[src/verilog/hdog_pkg.sv]
package hdog_pkg;
    // register indices; byte address is four times the index
    localparam logic [7:0] IDX_PWR   = 8'h05;
    localparam logic [7:0] IDX_FAULT = 8'h1D;
    localparam logic [7:0] IDX_CFGA  = 8'h20;
    localparam logic [7:0] IDX_CFGB  = 8'h21;
    localparam logic [7:0] IDX_JACK  = 8'h22;
    localparam logic [7:0] IDX_POP   = 8'h25;
    // power register: a 1 powers the driver down
    localparam int B_SPK_PD = 12;
    localparam int B_EAR_PD = 11;
    localparam int B_MB_PD  = 9;
    localparam int B_VG_PD  = 8;
    localparam int B_HPL_PD = 7;
    localparam int B_HPR_PD = 6;
    localparam logic [15:0] RST_PWR = 16'h1BC0;
    localparam logic [15:0] MSK_PWR = 16'h1BC0;
    // fault register
    localparam int B_FAULT  = 1;
    localparam int B_SWRST  = 15;
    // configuration registers
    localparam int B_SC_DIS    = 0;
    localparam int B_VG_SC_DIS = 4;
    localparam int B_SPK_SC_EN = 5;
    localparam logic [15:0] MSK_CFGA = 16'h0001;
    localparam logic [15:0] MSK_CFGB = 16'h0030;
    // jack register
    localparam int B_DET_EN  = 15;
    localparam int B_HS_PRES = 12;
    localparam int B_BTN     = 11;
    localparam int B_HS_DB   = 9;
    localparam int B_BT_DB   = 5;
    localparam int B_GP2_EN  = 4;
    localparam int B_GP1_EN  = 3;
    localparam int B_BT_INT  = 0;
    localparam logic [15:0] MSK_JACK = 16'h867B;
    // pop / routing register
    localparam int B_PD_STAT  = 10;
    localparam int B_RT_LEFT  = 7;
    localparam int B_RT_RIGHT = 6;
    localparam int B_POP_DIS  = 5;
    localparam int B_RAMP_LNG = 4;
    localparam logic [15:0] MSK_POP = 16'h00F0;
    localparam logic [15:0] RST_ZERO = 16'h0000;
    // timing: quarter-millisecond base tick at 20 MHz
    localparam int CLK_KHZ      = 20000;
    localparam int QTICK_US     = 250;
    localparam int QTICK_CYC    = CLK_KHZ * QTICK_US / 1000;
    localparam int POP_FAST_US  = 1000;
    localparam int POP_SLOW_US  = 800000;
    localparam int POP_LONG_US  = 4000000;
    localparam int HS_PULSE_US  = 1750;
    localparam int BT_DELAY_US  = 500;
    localparam logic [13:0] POP_FAST_Q = 14'(POP_FAST_US / QTICK_US);
    localparam logic [13:0] POP_SLOW_Q = 14'(POP_SLOW_US / QTICK_US);
    localparam logic [13:0] POP_LONG_Q = 14'(POP_LONG_US / QTICK_US);
    localparam logic [2:0]  HS_PULSE_Q = 3'(HS_PULSE_US / QTICK_US);
    localparam logic [1:0]  BT_DELAY_Q = 2'(BT_DELAY_US / QTICK_US);
    localparam logic [2:0]  DB_TICKS   = 3'h7;
endpackage

[src/verilog/hdog_guard.sv]
// Function
// RQ1: short circuit latches fault, drivers off
// RQ2: hard or soft reset clears fault
// RQ3: host powers drivers down, waits status
// RQ4: configuration bit disables short protection
// RQ5: separate bit disables virtual ground protection
// RQ6: pop reduction on after reset, disable bit
// RQ7: capacitor ramp of 0.8 s or 4 s
// RQ8: virtual ground in use gives 1 ms
// RQ9: pop sequence on every headphone power-up; the code starts it only when the first one powers up
// RQ10: speaker short protection enable bit
// RQ11: earpiece and headphones never on together
// RQ12: two bits route headphones to buzzer stage
// RQ13: detection works only while enabled
// RQ14: headset present flag follows insertion, removal
// RQ15: per-pin enables for insertion interrupt
// RQ16: no headset forces right, ground, bias off
// RQ17: button flag and two-bit interrupt control
// RQ18: headset debounce 16 to 128 ms
// RQ19: insertion interrupt pulse 1.75 ms
// RQ20: present flag stays while headset connected
// RQ21: button debounce none or 8 to 32 ms
// RQ22: button interrupt delay and hold time
// RQ23: button flag clears on read after release
// RQ24: debounce counts ticks of stable input
//
// Register access over APB and the address map were left to the implementer.
module hdog_guard
    import hdog_pkg::*;
#(
    parameter int QT_CYC = QTICK_CYC
) (
    // apb
    input  wire logic        pclk,
    input  wire logic        presetn,
    input  wire logic        psel,
    input  wire logic        penable,
    input  wire logic        pwrite,
    input  wire logic [9:0]  paddr,
    input  wire logic [31:0] pwdata,
    output logic             pready,
    output logic [31:0]      prdata,
    output logic             pslverr,
    // sense pins
    input  wire logic        jack_sense_input,
    input  wire logic        button_sense,
    input  wire logic        hp_short,
    input  wire logic        virtual_ground_amp_short,
    input  wire logic        spk_short,
    // driver controls
    output logic             headphone_left_out,
    output logic             headphone_right_out,
    output logic             virtual_ground_amp,
    output logic             loudspeaker_diff_out,
    output logic             earpiece_diff_out,
    output logic             headset_mic_bias,
    output logic             pop_ramp_active,
    output logic             route_left_buzzer,
    output logic             route_right_buzzer,
    // interrupts
    output logic             gp_pin_one,
    output logic             gp_pin_two
);
    logic [15:0] r_pwr, r_cfga, r_cfgb, r_jack, r_pop;
    logic [4:0]  s1, s2;
    logic        fault, soft_rst;
    logic        hpl, hpr, vg, spk, ear, mb;
    logic        hs_state, hs_force, hp_prev;
    logic [2:0]  hs_cnt, hs_pcnt, bt_cnt;
    logic        bt_state, bt_irq, bt_flag;
    logic [1:0]  bt_dcnt;
    logic        bt_wait;
    logic [13:0] pop_cnt;
    logic [15:0] qdiv;
    logic        qtick;
    logic [5:0]  qcnt;

    function automatic logic tick_at(input logic [5:0] q, input logic [2:0] sh);
        logic [5:0] m;
        m = (6'h01 << sh) - 6'h01;
        return (q & m) == 6'h00;
    endfunction

    wire [7:0] idx    = paddr[9:2];
    wire       jk_s   = s2[4];
    wire       bt_s   = s2[3];
    wire       hps_s  = s2[2];
    wire       vgs_s  = s2[1];
    wire       sps_s  = s2[0];
    wire       wr     = psel & penable & pwrite;
    wire       rd_jk  = psel & penable & ~pwrite & (idx == IDX_JACK);
    wire       det_en = r_jack[B_DET_EN];
    wire [5:0] stat   = {~hpl, ~hpr, ~vg, ~spk, ~ear, ~mb};

    // pins cross in through two flops
    always_ff @(posedge pclk or negedge presetn) begin
        if (!presetn) begin
            s1 <= 5'h00;
            s2 <= 5'h00;
        end else begin
            s1 <= {jack_sense_input, button_sense, hp_short, virtual_ground_amp_short, spk_short};
            s2 <= s1;
        end
    end

    // apb: zero wait; read data and error sampled in the setup cycle
    function automatic logic [15:0] rd_val(input logic [7:0] i);
        unique case (i)
            IDX_PWR:   rd_val = r_pwr;
            IDX_FAULT: rd_val = 16'(fault) << B_FAULT;
            IDX_CFGA:  rd_val = r_cfga;
            IDX_CFGB:  rd_val = r_cfgb;
            IDX_JACK:  rd_val = r_jack | (16'(hs_state) << B_HS_PRES)
                                       | (16'(bt_flag) << B_BTN);
            IDX_POP:   rd_val = r_pop | (16'(stat) << B_PD_STAT);
            default:   rd_val = 16'h0000;
        endcase
    endfunction

    function automatic logic mapped(input logic [7:0] i);
        return i == IDX_PWR || i == IDX_FAULT || i == IDX_CFGA
            || i == IDX_CFGB || i == IDX_JACK || i == IDX_POP;
    endfunction

    assign pready = 1'b1;

    always_ff @(posedge pclk or negedge presetn) begin
        if (!presetn) begin
            prdata  <= 32'h0000_0000;
            pslverr <= 1'b0;
        end else if (psel && !penable) begin
            prdata  <= {16'h0000, rd_val(idx)};
            pslverr <= !mapped(idx);
        end
    end

    // control registers; a software reset restores them too
    always_ff @(posedge pclk or negedge presetn) begin
        if (!presetn) begin
            r_pwr    <= RST_PWR;
            r_cfga   <= RST_ZERO;
            r_cfgb   <= RST_ZERO;
            r_jack   <= RST_ZERO;
            r_pop    <= RST_ZERO; // RQ6
            soft_rst <= 1'b0;
        end else if (soft_rst) begin
            r_pwr    <= RST_PWR; // RQ2
            r_cfga   <= RST_ZERO;
            r_cfgb   <= RST_ZERO;
            r_jack   <= RST_ZERO;
            r_pop    <= RST_ZERO;
            soft_rst <= 1'b0;
        end else begin
            soft_rst <= wr && idx == IDX_FAULT && pwdata[B_SWRST];
            if (wr) begin
                unique case (idx)
                    IDX_PWR:  r_pwr  <= pwdata[15:0] & MSK_PWR;
                    IDX_CFGA: r_cfga <= pwdata[15:0] & MSK_CFGA; // RQ4
                    IDX_CFGB: r_cfgb <= pwdata[15:0] & MSK_CFGB; // RQ5
                    IDX_JACK: r_jack <= pwdata[15:0] & MSK_JACK;
                    IDX_POP:  r_pop  <= pwdata[15:0] & MSK_POP;
                    default:  ;
                endcase
            end
        end
    end

    // fault latch; a short present on the clearing edge wins
    wire short_det = (hps_s & ~r_cfga[B_SC_DIS]) // RQ4
                   | (vgs_s & ~r_cfga[B_SC_DIS] & ~r_cfgb[B_VG_SC_DIS]) // RQ5
                   | (sps_s & r_cfgb[B_SPK_SC_EN]); // RQ10
    // recovery once the five output drivers are requested off and every flag reports off
    wire recover = &{r_pwr[B_SPK_PD], r_pwr[B_EAR_PD], r_pwr[B_VG_PD],
                     r_pwr[B_HPL_PD], r_pwr[B_HPR_PD]} && (&stat); // RQ3

    always_ff @(posedge pclk or negedge presetn) begin
        if (!presetn) begin
            fault <= 1'b0;
        end else if (short_det) begin
            fault <= 1'b1; // RQ1
        end else if (soft_rst || recover) begin
            fault <= 1'b0; // RQ2
        end
    end

    // driver enables
    assign hs_force = det_en & ~hs_state; // RQ16
    wire hpl_rq = ~r_pwr[B_HPL_PD];
    wire hpr_rq = ~r_pwr[B_HPR_PD];
    wire next_hpl = hpl_rq & ~fault; // RQ1
    wire next_hpr = hpr_rq & ~fault & ~hs_force; // RQ16
    wire next_vg  = ~r_pwr[B_VG_PD] & ~fault & ~hs_force;
    wire next_spk = ~r_pwr[B_SPK_PD] & ~fault;
    // headphones take priority; the earpiece stays off while either is asked for
    wire next_ear = ~r_pwr[B_EAR_PD] & ~fault & ~(hpl_rq | hpr_rq); // RQ11
    wire next_mb  = ~r_pwr[B_MB_PD] & ~fault & ~hs_force;

    always_ff @(posedge pclk or negedge presetn) begin
        if (!presetn) begin
            {hpl, hpr, vg, spk, ear, mb} <= 6'h00;
        end else begin
            {hpl, hpr, vg, spk, ear, mb} <=
                {next_hpl, next_hpr, next_vg, next_spk, next_ear, next_mb};
        end
    end

    assign headphone_left_out   = hpl;
    assign headphone_right_out  = hpr;
    assign virtual_ground_amp   = vg;
    assign loudspeaker_diff_out = spk;
    assign earpiece_diff_out    = ear;
    assign headset_mic_bias     = mb;
    assign route_left_buzzer    = r_pop[B_RT_LEFT]; // RQ12
    assign route_right_buzzer   = r_pop[B_RT_RIGHT]; // RQ12

    // quarter-millisecond base tick and a free running tick count
    always_ff @(posedge pclk or negedge presetn) begin
        if (!presetn) begin
            qdiv  <= 16'h0000;
            qtick <= 1'b0;
            qcnt  <= 6'h00;
        end else begin
            qtick <= qdiv == 16'(QT_CYC - 1);
            qdiv  <= (qdiv == 16'(QT_CYC - 1)) ? 16'h0000 : qdiv + 16'h0001;
            if (qtick) begin
                qcnt <= qcnt + 6'h01;
            end
        end
    end

    // pop ramp: starts when the first headphone powers up with both off, aborted when both go off
    wire hp_any = hpl | hpr;
    always_ff @(posedge pclk or negedge presetn) begin
        if (!presetn) begin
            hp_prev <= 1'b0;
            pop_cnt <= 14'h0000;
        end else begin
            hp_prev <= hp_any;
            if (!hp_any || r_pop[B_POP_DIS]) begin
                pop_cnt <= 14'h0000; // RQ6
            end else if (!hp_prev) begin // RQ9
                pop_cnt <= vg ? POP_FAST_Q // RQ8
                         : (r_pop[B_RAMP_LNG] ? POP_LONG_Q : POP_SLOW_Q); // RQ7
            end else if (qtick && pop_cnt != 14'h0000) begin
                pop_cnt <= pop_cnt - 14'h0001;
            end
        end
    end
    assign pop_ramp_active = pop_cnt != 14'h0000;

    // headset debounce: tick of 2/4/8/16 ms, eight stable ticks to accept
    wire hs_tick = qtick & tick_at(qcnt, 3'd3 + {1'b0, r_jack[B_HS_DB +: 2]}); // RQ18
    always_ff @(posedge pclk or negedge presetn) begin
        if (!presetn) begin
            hs_state <= 1'b0;
            hs_cnt   <= 3'h0;
        end else if (!det_en) begin
            hs_state <= 1'b0; // RQ13
            hs_cnt   <= 3'h0;
        end else if (hs_tick) begin
            if (jk_s == hs_state) begin // RQ20
                hs_cnt <= 3'h0; // RQ24
            end else if (hs_cnt == DB_TICKS) begin
                hs_state <= jk_s; // RQ14
                hs_cnt   <= 3'h0;
            end else begin
                hs_cnt <= hs_cnt + 3'h1;
            end
        end
    end

    // insertion or removal pulse, counted in base ticks
    wire hs_chg = det_en && hs_tick && hs_cnt == DB_TICKS && jk_s != hs_state;
    always_ff @(posedge pclk or negedge presetn) begin
        if (!presetn) begin
            hs_pcnt <= 3'h0;
        end else if (hs_chg) begin
            hs_pcnt <= HS_PULSE_Q; // RQ19
        end else if (qtick && hs_pcnt != 3'h0) begin
            hs_pcnt <= hs_pcnt - 3'h1;
        end
    end
    wire hs_irq = hs_pcnt != 3'h0;

    // button debounce: setting 00 passes the pin straight through
    wire [1:0] bt_db  = r_jack[B_BT_DB +: 2];
    wire       bt_raw = (bt_db == 2'b00) ? 1'b1
                        : tick_at(qcnt, 3'd1 + {1'b0, bt_db}); // RQ21
    wire       bt_tick = qtick & bt_raw;
    wire       bt_acc  = (bt_db == 2'b00) ? (bt_s != bt_state)
                        : (bt_tick && bt_s != bt_state && bt_cnt == DB_TICKS);
    always_ff @(posedge pclk or negedge presetn) begin
        if (!presetn) begin
            bt_state <= 1'b0;
            bt_cnt   <= 3'h0;
        end else if (bt_acc) begin
            bt_state <= bt_s; // RQ24
            bt_cnt   <= 3'h0;
        end else if (bt_tick) begin
            bt_cnt <= (bt_s == bt_state) ? 3'h0 : bt_cnt + 3'h1;
        end
    end

    // button interrupt: raised half a millisecond after acceptance,
    // dropped on the first debounce tick after the pin lets go
    always_ff @(posedge pclk or negedge presetn) begin
        if (!presetn) begin
            bt_wait <= 1'b0;
            bt_dcnt <= 2'h0;
            bt_irq  <= 1'b0;
        end else if (bt_acc && bt_s) begin
            bt_wait <= 1'b1; // RQ22
            bt_dcnt <= BT_DELAY_Q;
        end else if (bt_wait) begin
            if (qtick) begin
                bt_dcnt <= bt_dcnt - 2'h1;
                if (bt_dcnt == 2'h1) begin
                    bt_wait <= 1'b0;
                    bt_irq  <= 1'b1; // RQ22
                end
            end
        end else if (bt_irq && !bt_s && bt_tick) begin
            bt_irq <= 1'b0; // RQ22
        end
    end

    // button flag: press sets it; a read after release clears it, set wins
    always_ff @(posedge pclk or negedge presetn) begin
        if (!presetn) begin
            bt_flag <= 1'b0;
        end else if (bt_acc && bt_s) begin
            bt_flag <= 1'b1; // RQ17
        end else if (rd_jk && !bt_state) begin
            bt_flag <= 1'b0; // RQ23
        end
    end

    // interrupt pins, active high
    wire bt_en = r_jack[B_BT_INT +: 2] != 2'b00;
    assign gp_pin_one = (hs_irq & r_jack[B_GP1_EN]) | (bt_irq & bt_en); // RQ15 RQ17
    assign gp_pin_two = hs_irq & r_jack[B_GP2_EN]; // RQ15
endmodule

[config.mk]
export PLATFORM = sky130hd
export DESIGN_NAME = hdog_guard
export DESIGN_NICKNAME = d
export VERILOG_FILES = /design/src/verilog/hdog_pkg.sv /design/src/verilog/hdog_guard.sv
export SDC_FILE = /design/constraint.sdc
export NUM_CORES = 1
export LEC_CHECK = 0
export BUFFER_PORTS_ARGS = -buffer_cell sky130_fd_sc_hd__buf_2
export CORE_MARGIN = 2
export CORE_UTILIZATION = 55
export CTS_CLUSTER_SIZE = 20
export DETAILED_ROUTE_END_ITERATION = 10
export GPL_TIMING_DRIVEN = 0
export HOLD_SLACK_MARGIN = 0.06
export PLACE_DENSITY = 0.81
export RECOVER_POWER = 50
export SLEW_MARGIN = 5
export SYNTH_ARGS = -nofsm -noshare
export SYNTH_HDL_FRONTEND = slang
export SYNTH_SLANG_ARGS = --single-unit
[constraint.sdc]
create_clock -name pclk -period 2.6 [get_ports pclk]
set_clock_uncertainty 0.15 [all_clocks]
set_input_delay 0.52 -clock pclk [delete_from_list [all_inputs] [get_ports pclk]]
set_output_delay 0.52 -clock pclk [all_outputs]
set_load 0.1 [all_outputs]
======== After elaboration in Yosys (flattened, before gate mapping) ========
Index checks and enable logic that the tools add are counted.
storage, ports and cells
  register bits after elaboration ......... 169
  bits of input ports ..................... 52
  output and inout port bits .............. 45
  word-level logic and storage cells ...... 227
operators by class
  $add $sub $neg .......................... 11
  eq/ne operators ......................... 20
  shift operators ......................... 2
  muxes and demuxes ....................... 53
  bitwise gates (word level) .............. 54
  reduce and logical (&&, ||, !) cells .... 56
operators by type and width
  cell                                                                   count
  16-bit 2-to-1 mux                                                      16
  16-bit one-hot mux with 6 select lines                                 1
  14-bit 2-to-1 mux                                                      5
  8-bit by 6-bit == test with 1-bit output (second input constant)       4
  2-bit nonzero test                                                     14
  3-bit 2-to-1 mux                                                       9
  1-bit AND                                                              24
  1-bit NOT                                                              20
  1-bit 2-to-1 mux                                                       19
  16-bit by 1-bit adder with 16-bit output (second input constant)       1
  16-bit by 13-bit == test with 1-bit output (second input constant)     1
  16-bit by 12-bit bitwise OR with 16-bit output                         1
  16-bit by 13-bit bitwise OR with 16-bit output                         1
  16-bit bitwise OR                                                      1
  1-bit logical AND                                                      15
  14-bit nonzero test                                                    1
  14-bit by 1-bit subtractor with 14-bit output (second input constant)  1
  6-bit AND                                                              2
  6-bit zero test                                                        2
  2-bit AND reduction                                                    6
  1-bit by 3-bit << shifter with 6-bit output (first input constant)     2
  6-bit by 1-bit subtractor with 6-bit output (second input constant)    2
  8-bit by 3-bit == test with 1-bit output (second input constant)       1
  8-bit by 5-bit == test with 1-bit output (second input constant)       1
  23 further kinds                                                       46

======== Depth between registers and ports, before layout ========
Gate-level depths: netlist (run 1).
  word-level depth ........................ 13
  mapped depth ............................ 9
  mapped depth without buffers ............ 9

======== Worst setup path after synthesis (run 1) ========
OpenSTA, ideal clock, no wires.
  path kind ............................... register to output
  start ................................... register hs_pcnt[0]
  end ..................................... output port gp_pin_one
  arrival time ............................ 2.841 ns
  data required time ...................... 1.930 ns
  slack ................................... -0.911 ns
  stages on the path, launching flop included .. 5
  path buffers ............................ 0
  path through ............................ dfrtp_1 -> inv_1 -> ha_1 -> ha_1 -> o21ai_0
on the way
  cells in the longest elaborated chain, start to end .. 3
ends and longest elaborated chain
  what                      RTL line           source
  start: declaration        hdog_guard.sv:69   logic [2:0] hs_cnt, hs_pcnt, bt_cnt;
  start signal: assignment  hdog_guard.sv:280  hs_pcnt <= hs_pcnt - 3'h1;
  3-bit nonzero test        hdog_guard.sv:283  wire hs_irq = hs_pcnt != 3'h0;
  1-bit AND                 hdog_guard.sv:340  assign gp_pin_one = (hs_irq & r_jack[B_GP1_EN]) | (bt_irq & bt_en);
  1-bit bitwise OR          hdog_guard.sv:340
  end: declaration          hdog_guard.sv:61   output logic gp_pin_one,
No other way between the ends.

======== Worst setup path in the final report (run 1) ========
  start ................................... register pop_cnt[10]
  end ..................................... output port pop_ramp_active
on the way
  cells in the longest elaborated chain, start to end .. 1
ends and longest elaborated chain
  what                      RTL line           source
  start: declaration        hdog_guard.sv:73   logic [13:0] pop_cnt;
  start signal: assignment  hdog_guard.sv:242  pop_cnt <= vg ? POP_FAST_Q
  start signal: assignment  hdog_guard.sv:245  pop_cnt <= pop_cnt - 14'h0001;
  14-bit nonzero test       hdog_guard.sv:249  assign pop_ramp_active = pop_cnt != 14'h0000;
  end: declaration          hdog_guard.sv:57   output logic pop_ramp_active,
No other way between the ends.

==> impl_metrics.ini, run 1 <==
[outcome]
status = finished with violations
violations = capacitance limit, slew limit

[critical_path]
r2r_end = bt_cnt[0]
startpoint_type = flip-flop
crit_path_end_kind = output pin
slowest_delay_ns = 0.57
required_ns = 1.93
crit_start = pop_cnt[10]
worstSetupPathDepth = 4
reg2reg_from = r_jack[6]
rrSetupSlack_ns = 0.14
crit_slowest_cell = or4_4
worstPathArrival_ns = 1.85
crit_family = simple AND/OR/NAND/NOR gates
path_buf_inv = 1
critPathKind = flip-flop to output pin
ff2ff_path_depth = 7
crit_path_end = pop_ramp_active
crit_chain = or4_4, nor3_2, nand2_1, buf_4
critPathMaxFanout = 5

[placed_design]
portBuffers = 54
dp_hpwl_um = 8955
gp_congestion = 0.9096
place_ws_ns = 0.01555
placed_area_sq_um = 5904

[global_routing]
track_usage = 0.2493
antenna_found_initial = 0
grt_pass1_wl_um = 20150
first_global_vias = 4155
grt_max_degree = 69
grt-ovfl-total = 0

[clock_tree]
clk_path_buf_depth = 2
post-cts-setup-buffer-count = 0
numClockSinks = 110
insertion_delay_ns = 0.39
clockRootBuffer = clkbuf_8
h-tree-depth = 3
numCtsBuffers = 9
postCtsHoldBufs = 0
cts_tree = built
clk_pin_slew_ns = 0.11

[route]
vias_per_cell = 5.659
wl_um = 12220
vias = 4295
drt-initial-drc-count = 318
ant_nets = 0
drc = 0
post_drt_wl_per_cell_um = 16.10
first_pass_iters = 5

[yosys]
synth-edff-count = 0
synth_cell_type_count = 57
syn_avg_cell_area_sq_um = 10.00
yosysWarnings = 0
netlist_instances = 538
ys_seq_area_frac = 0.5129
synthesis.area_sq_um = 5381
synthArstFlopShare = 1.000
synth_seq_cells = 110
synth-main-ff-cell = dfrtp_1

[job]
maxCapViolations = 1

[final_layout]
area_growth_pct = 13.86
nFillCells = 814
nets = 686
fin_area_sq_um = 6127
drive_above_1_share = 0.1789
final_util = 0.6356
antenna_cells = 0

[floorplan]
pin_count = 97
die_w_um = 102.9
die_h_um = 102.9
rows = 36
start_util = 0.5583
die_area_sq_um = 10590
core-area_sq_um = 9639

[worst_hold_path]
hold_class = input pin to flip-flop

[sta]
setup_viol = 0
fin_crit_ns = 2.518
finalHoldViolCount = 0
timing.hold.ws_ns = 0.07941
slew_viol_final = 68
slew_headroom = -0.1565
fin_crit_sh = 0.9684
rsz0062_at_grt = false
layout_setup_ws_ns = 0.08219
tightestPinTransition_ns = 1.735
timing.fmax_mhz = 397.2

[pwr]
p_leak_uw = 0.002985
ir_worst_vdd_v = 0.0004374
p_per_area_nw_per_um2 = 518.0
==> cell usage after synthesis (10+ instances only) <==
master,count,area share
a21oi_1,24,0.022
and3_1,14,0.016
nand3_1,26,0.024
xor2_1,13,0.021
mux2i_1,15,0.028
clkbuf_1,14,0.0098
ha_1,13,0.030
nor3_1,10,0.0093
nand2_1,54,0.038
xnor2_1,15,0.024
nand2b_1,10,0.012
dfrtp_1,104,0.48
o21ai_0,11,0.010
inv_1,24,0.017
nand4_1,10,0.012
nor2_1,61,0.043
buf_4,19,0.027
==> worst reg2reg max path, cell delays in order, from the launching register on <==
cell	delay (ns)
dfrtp_1	0.46
nor2_1	0.34
inv_1	0.12
ha_1	0.30
o221ai_1	0.11
a31oi_1	0.35
o21ai_0	0.21
mux2_2	0.31
==> sequential cells by signal (all words and copies together) (netlist names), 5 cells and up <==
signal / cells
pop_cnt: 14
prdata: 15
qcnt: 6
qdiv: 16
r_jack: 9
r_pwr: 6
s1: 5
s2: 5
==> metal layers <==
metal,part of all wire,global-route usage
met1,0.44,0.3294
met2,0.49,0.4056
met3,0.055,0.06237
met4,0.021,0.08300
met5,0,0
==> worst min-delay path by stage <==
stage,startpoint,depth (start not counted),end,slack (ns)
after floorplan,presetn,0,bt_cnt[0],0.07
after global placement,s1[4],0,s2[4],0.18
after detailed placement,s1[4],0,s2[4],0.19
after CTS,virtual_ground_amp_short,1,s1[1],0.06
after global routing,button_sense,1,s1[3],0.06
final,hp_short,1,s1[2],0.08
==> cells in the final DEF (no fill, tap or decap), drive strengths merged, types with 8 or more instances in the layout <==
master | netlist | layout
a21oi | 24 | 24
o21ai | 11 | 11
nand3 | 26 | 26
and3 | 14 | 14
inv | 24 | 27
nand2b | 10 | 10
nand2 | 54 | 54
xor2 | 13 | 13
ha | 13 | 13
mux2i | 15 | 15
a211o | 8 | 8
conb | 2 | 19
nor2 | 61 | 61
nand4 | 10 | 10
xnor2 | 15 | 15
nor3 | 13 | 13
buf | 23 | 75
clkbuf | 14 | 26
dfrtp | 104 | 104
==> through the flow <==
step | power (uW) | TNS (ns) | cells
floorplan | 2097 | -0.3029 | 555
CTS | 3204 | 0 | 759
detailed placement | 2204 | 0 | 743
global route | 3290 | 0 | 759
global placement | 2193 | -32.60 | 742
finish | 3174 | 0 | 759
==> cells by family (layout without fill, tap and decap cells) <==
family                   count (synthesis)  count (layout)  share of synthesized area
AO/OA/AOI/OAI                           84              84                     0.1072
XOR/XNOR                                28              28                    0.04557
adder cells (fa/ha/maj)                 13              13                    0.03023
buffers and inverters                   61             132                    0.05766
flip-flops                             110             110                     0.5129
multiplexers                            18              18                    0.03418
other                                    2              19                   0.001396
AND/OR/NAND/NOR                        222             222                     0.2109
==> power breakdown <==
part | leakage [uW] | total [uW] | internal, uW | switching, uW
Sequential | 0.00142 | 1760 | 1740 | 20.3
Combinational | 0.00147 | 412 | 79.8 | 332
Clock | 0.0000964 | 1000 | 373 | 629
Total | 0.00298 | 3170 | 2190 | 981
==> cell type report <==
cell class,count,area [sq um],share of cell area
flip-flops and latches,110,2760,0.4505
plain buffers,37,219.0,0.03574
clock buffers,9,123.9,0.02022
repair buffers,55,295.3,0.04819
multi-input cells,384,2404,0.3923
inverters,24,90.09,0.01470
clock inverters,7,68.82,0.01123
well taps,133,166.4,0.02716
==> timing repair <==
item	CTS	global route
resized for setup	3	4
setup endpoints to repair	1	2
endpoints found under the hold margin	0	0
Power figures use the tool's default switching activity.
==> run 2, diff against run 1 <==
--- a/config.mk
+++ b/config.mk
@@ -6,6 +6,7 @@
 export NUM_CORES = 1
 export LEC_CHECK = 0
 export BUFFER_PORTS_ARGS = -buffer_cell sky130_fd_sc_hd__buf_2
+export CAP_MARGIN = 20
 export CORE_MARGIN = 2
 export CORE_UTILIZATION = 55
 export CTS_CLUSTER_SIZE = 20
==> constraint.sdc (replaced) <==
create_clock -name pclk -period 2.6 [get_ports pclk]
set_clock_uncertainty 0.15 [all_clocks]
set_input_delay 0.39 -clock pclk [delete_from_list [all_inputs] [get_ports pclk]]
set_output_delay 0.39 -clock pclk [all_outputs]
set_load 0.1 [all_outputs]
==> impl_metrics.ini, run 2 (synthesized netlist as in run 1, its figures left out) <==
[outcome]
status = finished with violations
violations = capacitance limit, slew limit

[sta]
timing.fmax_mhz = 397.3
fin_crit_sh = 0.9681
finalHoldViolCount = 0
setup_viol = 0
slew_viol_final = 68
fin_tns_setup_ns = 0
timing.hold.ws_ns = 0.09268
rsz0062_at_grt = false
slew_headroom = -0.1406
tightestPinTransition_ns = 1.711
fin_crit_ns = 2.517

[worst_hold_path]
hold_class = input pin to flip-flop

[final_layout]
final_common_cell = dfrtp_1
reg_top3 = qdiv (16), prdata (15), pop_cnt (14)
nets = 692
top_register = qdiv
antenna_cells = 0
drive_above_1_share = 0.1693
largest_reg_flops = 16
area_growth_pct = 14.28
final_cell_mix = dfrtp_1, nor2_1, nand2_1

[critical_path]
r2r_end = bt_cnt[0]
rrSetupSlack_ns = 0.17
critPathMaxFanout = 10
reg2reg_from = r_jack[6]
worstPathArrival_ns = 2.61
crit_start = paddr[7]
crit_path_end_kind = flip-flop
startpoint_type = input pin
required_ns = 2.70
ff2ff_path_depth = 7
critPathKind = input pin to flip-flop
crit_path_end = r_jack[9]

[global_routing]
grt-ovfl-total = 0
grt_pass1_wl_um = 20220
first_global_vias = 4174
antenna_found_initial = 0
track_usage = 0.2501
grt_max_degree = 69

[floorplan]
start_util = 0.5583
core-area_sq_um = 9639
rows = 36
die_h_um = 102.9
die_w_um = 102.9
die_area_sq_um = 10590
pin_count = 97

[clock_tree]
numClockSinks = 110
clockRootBuffer = clkbuf_8
clk_pin_slew_ns = 0.10
post-cts-setup-buffer-count = 0
cts_tree = built
clk_path_buf_depth = 2
h-tree-depth = 3
insertion_delay_ns = 0.39
numCtsBuffers = 9

[route]
ant_nets = 0
wl_um = 12380
vias = 4325
vias_per_cell = 5.654
drt-initial-drc-count = 303
post_drt_wl_per_cell_um = 16.19
drc = 0
first_pass_iters = 5

[job]
maxCapViolations = 1

[pwr]
ir_worst_vdd_v = 0.0004407
p_per_area_nw_per_um2 = 517.3
p_leak_uw = 0.002990
power.total_uw = 3181

[placed_design]
dp_hpwl_um = 8955
portBuffers = 54
gp_congestion = 0.9096
[run 2: changes by cell type in the layout (fill, tap and decap cells not counted), sizes merged]
cell and delta:
clkbuf +1, buf -1, dlygate4sd3 +6
[run 2: layer usage]
metal  global-route usage  up-vias  wire [um]
li1                     -     2026          -
met1               0.3303     2126       5392
met2               0.4076      143       6048
met3              0.06237       30        684
met4              0.08300        0        257
met5                    0        -          0
[run 2: final cells by class]
type	count	area, sq um
repair buffers	61	351.6
flip-flops and latches	110	2760
clock buffers	9	123.9
plain buffers	37	219.0
inverters	24	90.09
multi-input cells	384	2370
clock inverters	7	68.82
fillers	814	3490
well taps	133	166.4
[run 2: worst min path at each step]
stage          startpoint   endpoint  slack, ns  cells after the start
2_1_floorplan     presetn  bt_cnt[0]      -0.06                      0
3_3_place_gp        s1[4]      s2[4]       0.18                      0
3_5_place_dp        s1[4]      s2[4]       0.19                      0
4_1_cts         pwdata[3]  r_jack[3]       0.08                      3
5_1_grt         pwdata[1]  r_jack[1]       0.09                      3
6_report        pwdata[3]  r_jack[3]       0.09                      3
[run 2: what timing repair did]
action,CTS,global route
hold buffers,6,0
resized for setup,1,2
cloned,0,0
setup endpoints to repair,1,1
pin swaps,0,0
endpoints found under the hold margin,66,0
[run 2: critical path, cell delays in order]
cell	delay, ns
clkbuf_1	0.48
nand2b_1	0.26
nor3_1	0.82
nand2_1	0.42
nand2_1	0.16
a21oi_1	0.08
[run 2: per-stage QoR]
| step | area, sq um | cells | worst slack (ns) | util |
|---|---|---|---|---|
| finish | 6150 | 765 | 0.08287 | 0.6380 |
| floorplan | 5445 | 555 | -0.02427 | - |
| CTS | 6163 | 765 | 0.01502 | 0.6394 |
| global placement | 5882 | 742 | -0.1878 | 0.6102 |
| global route | 6150 | 765 | 0.008481 | 0.6380 |
| detailed placement | 5904 | 743 | 0.1456 | 0.6125 |
[run 2: where the power goes]
part / switching [uW] / total (uW) / internal [uW]
Sequential: 20.4 / 1760 / 1740
Combinational: 333 / 418 / 85.2
Clock: 630 / 1000 / 373
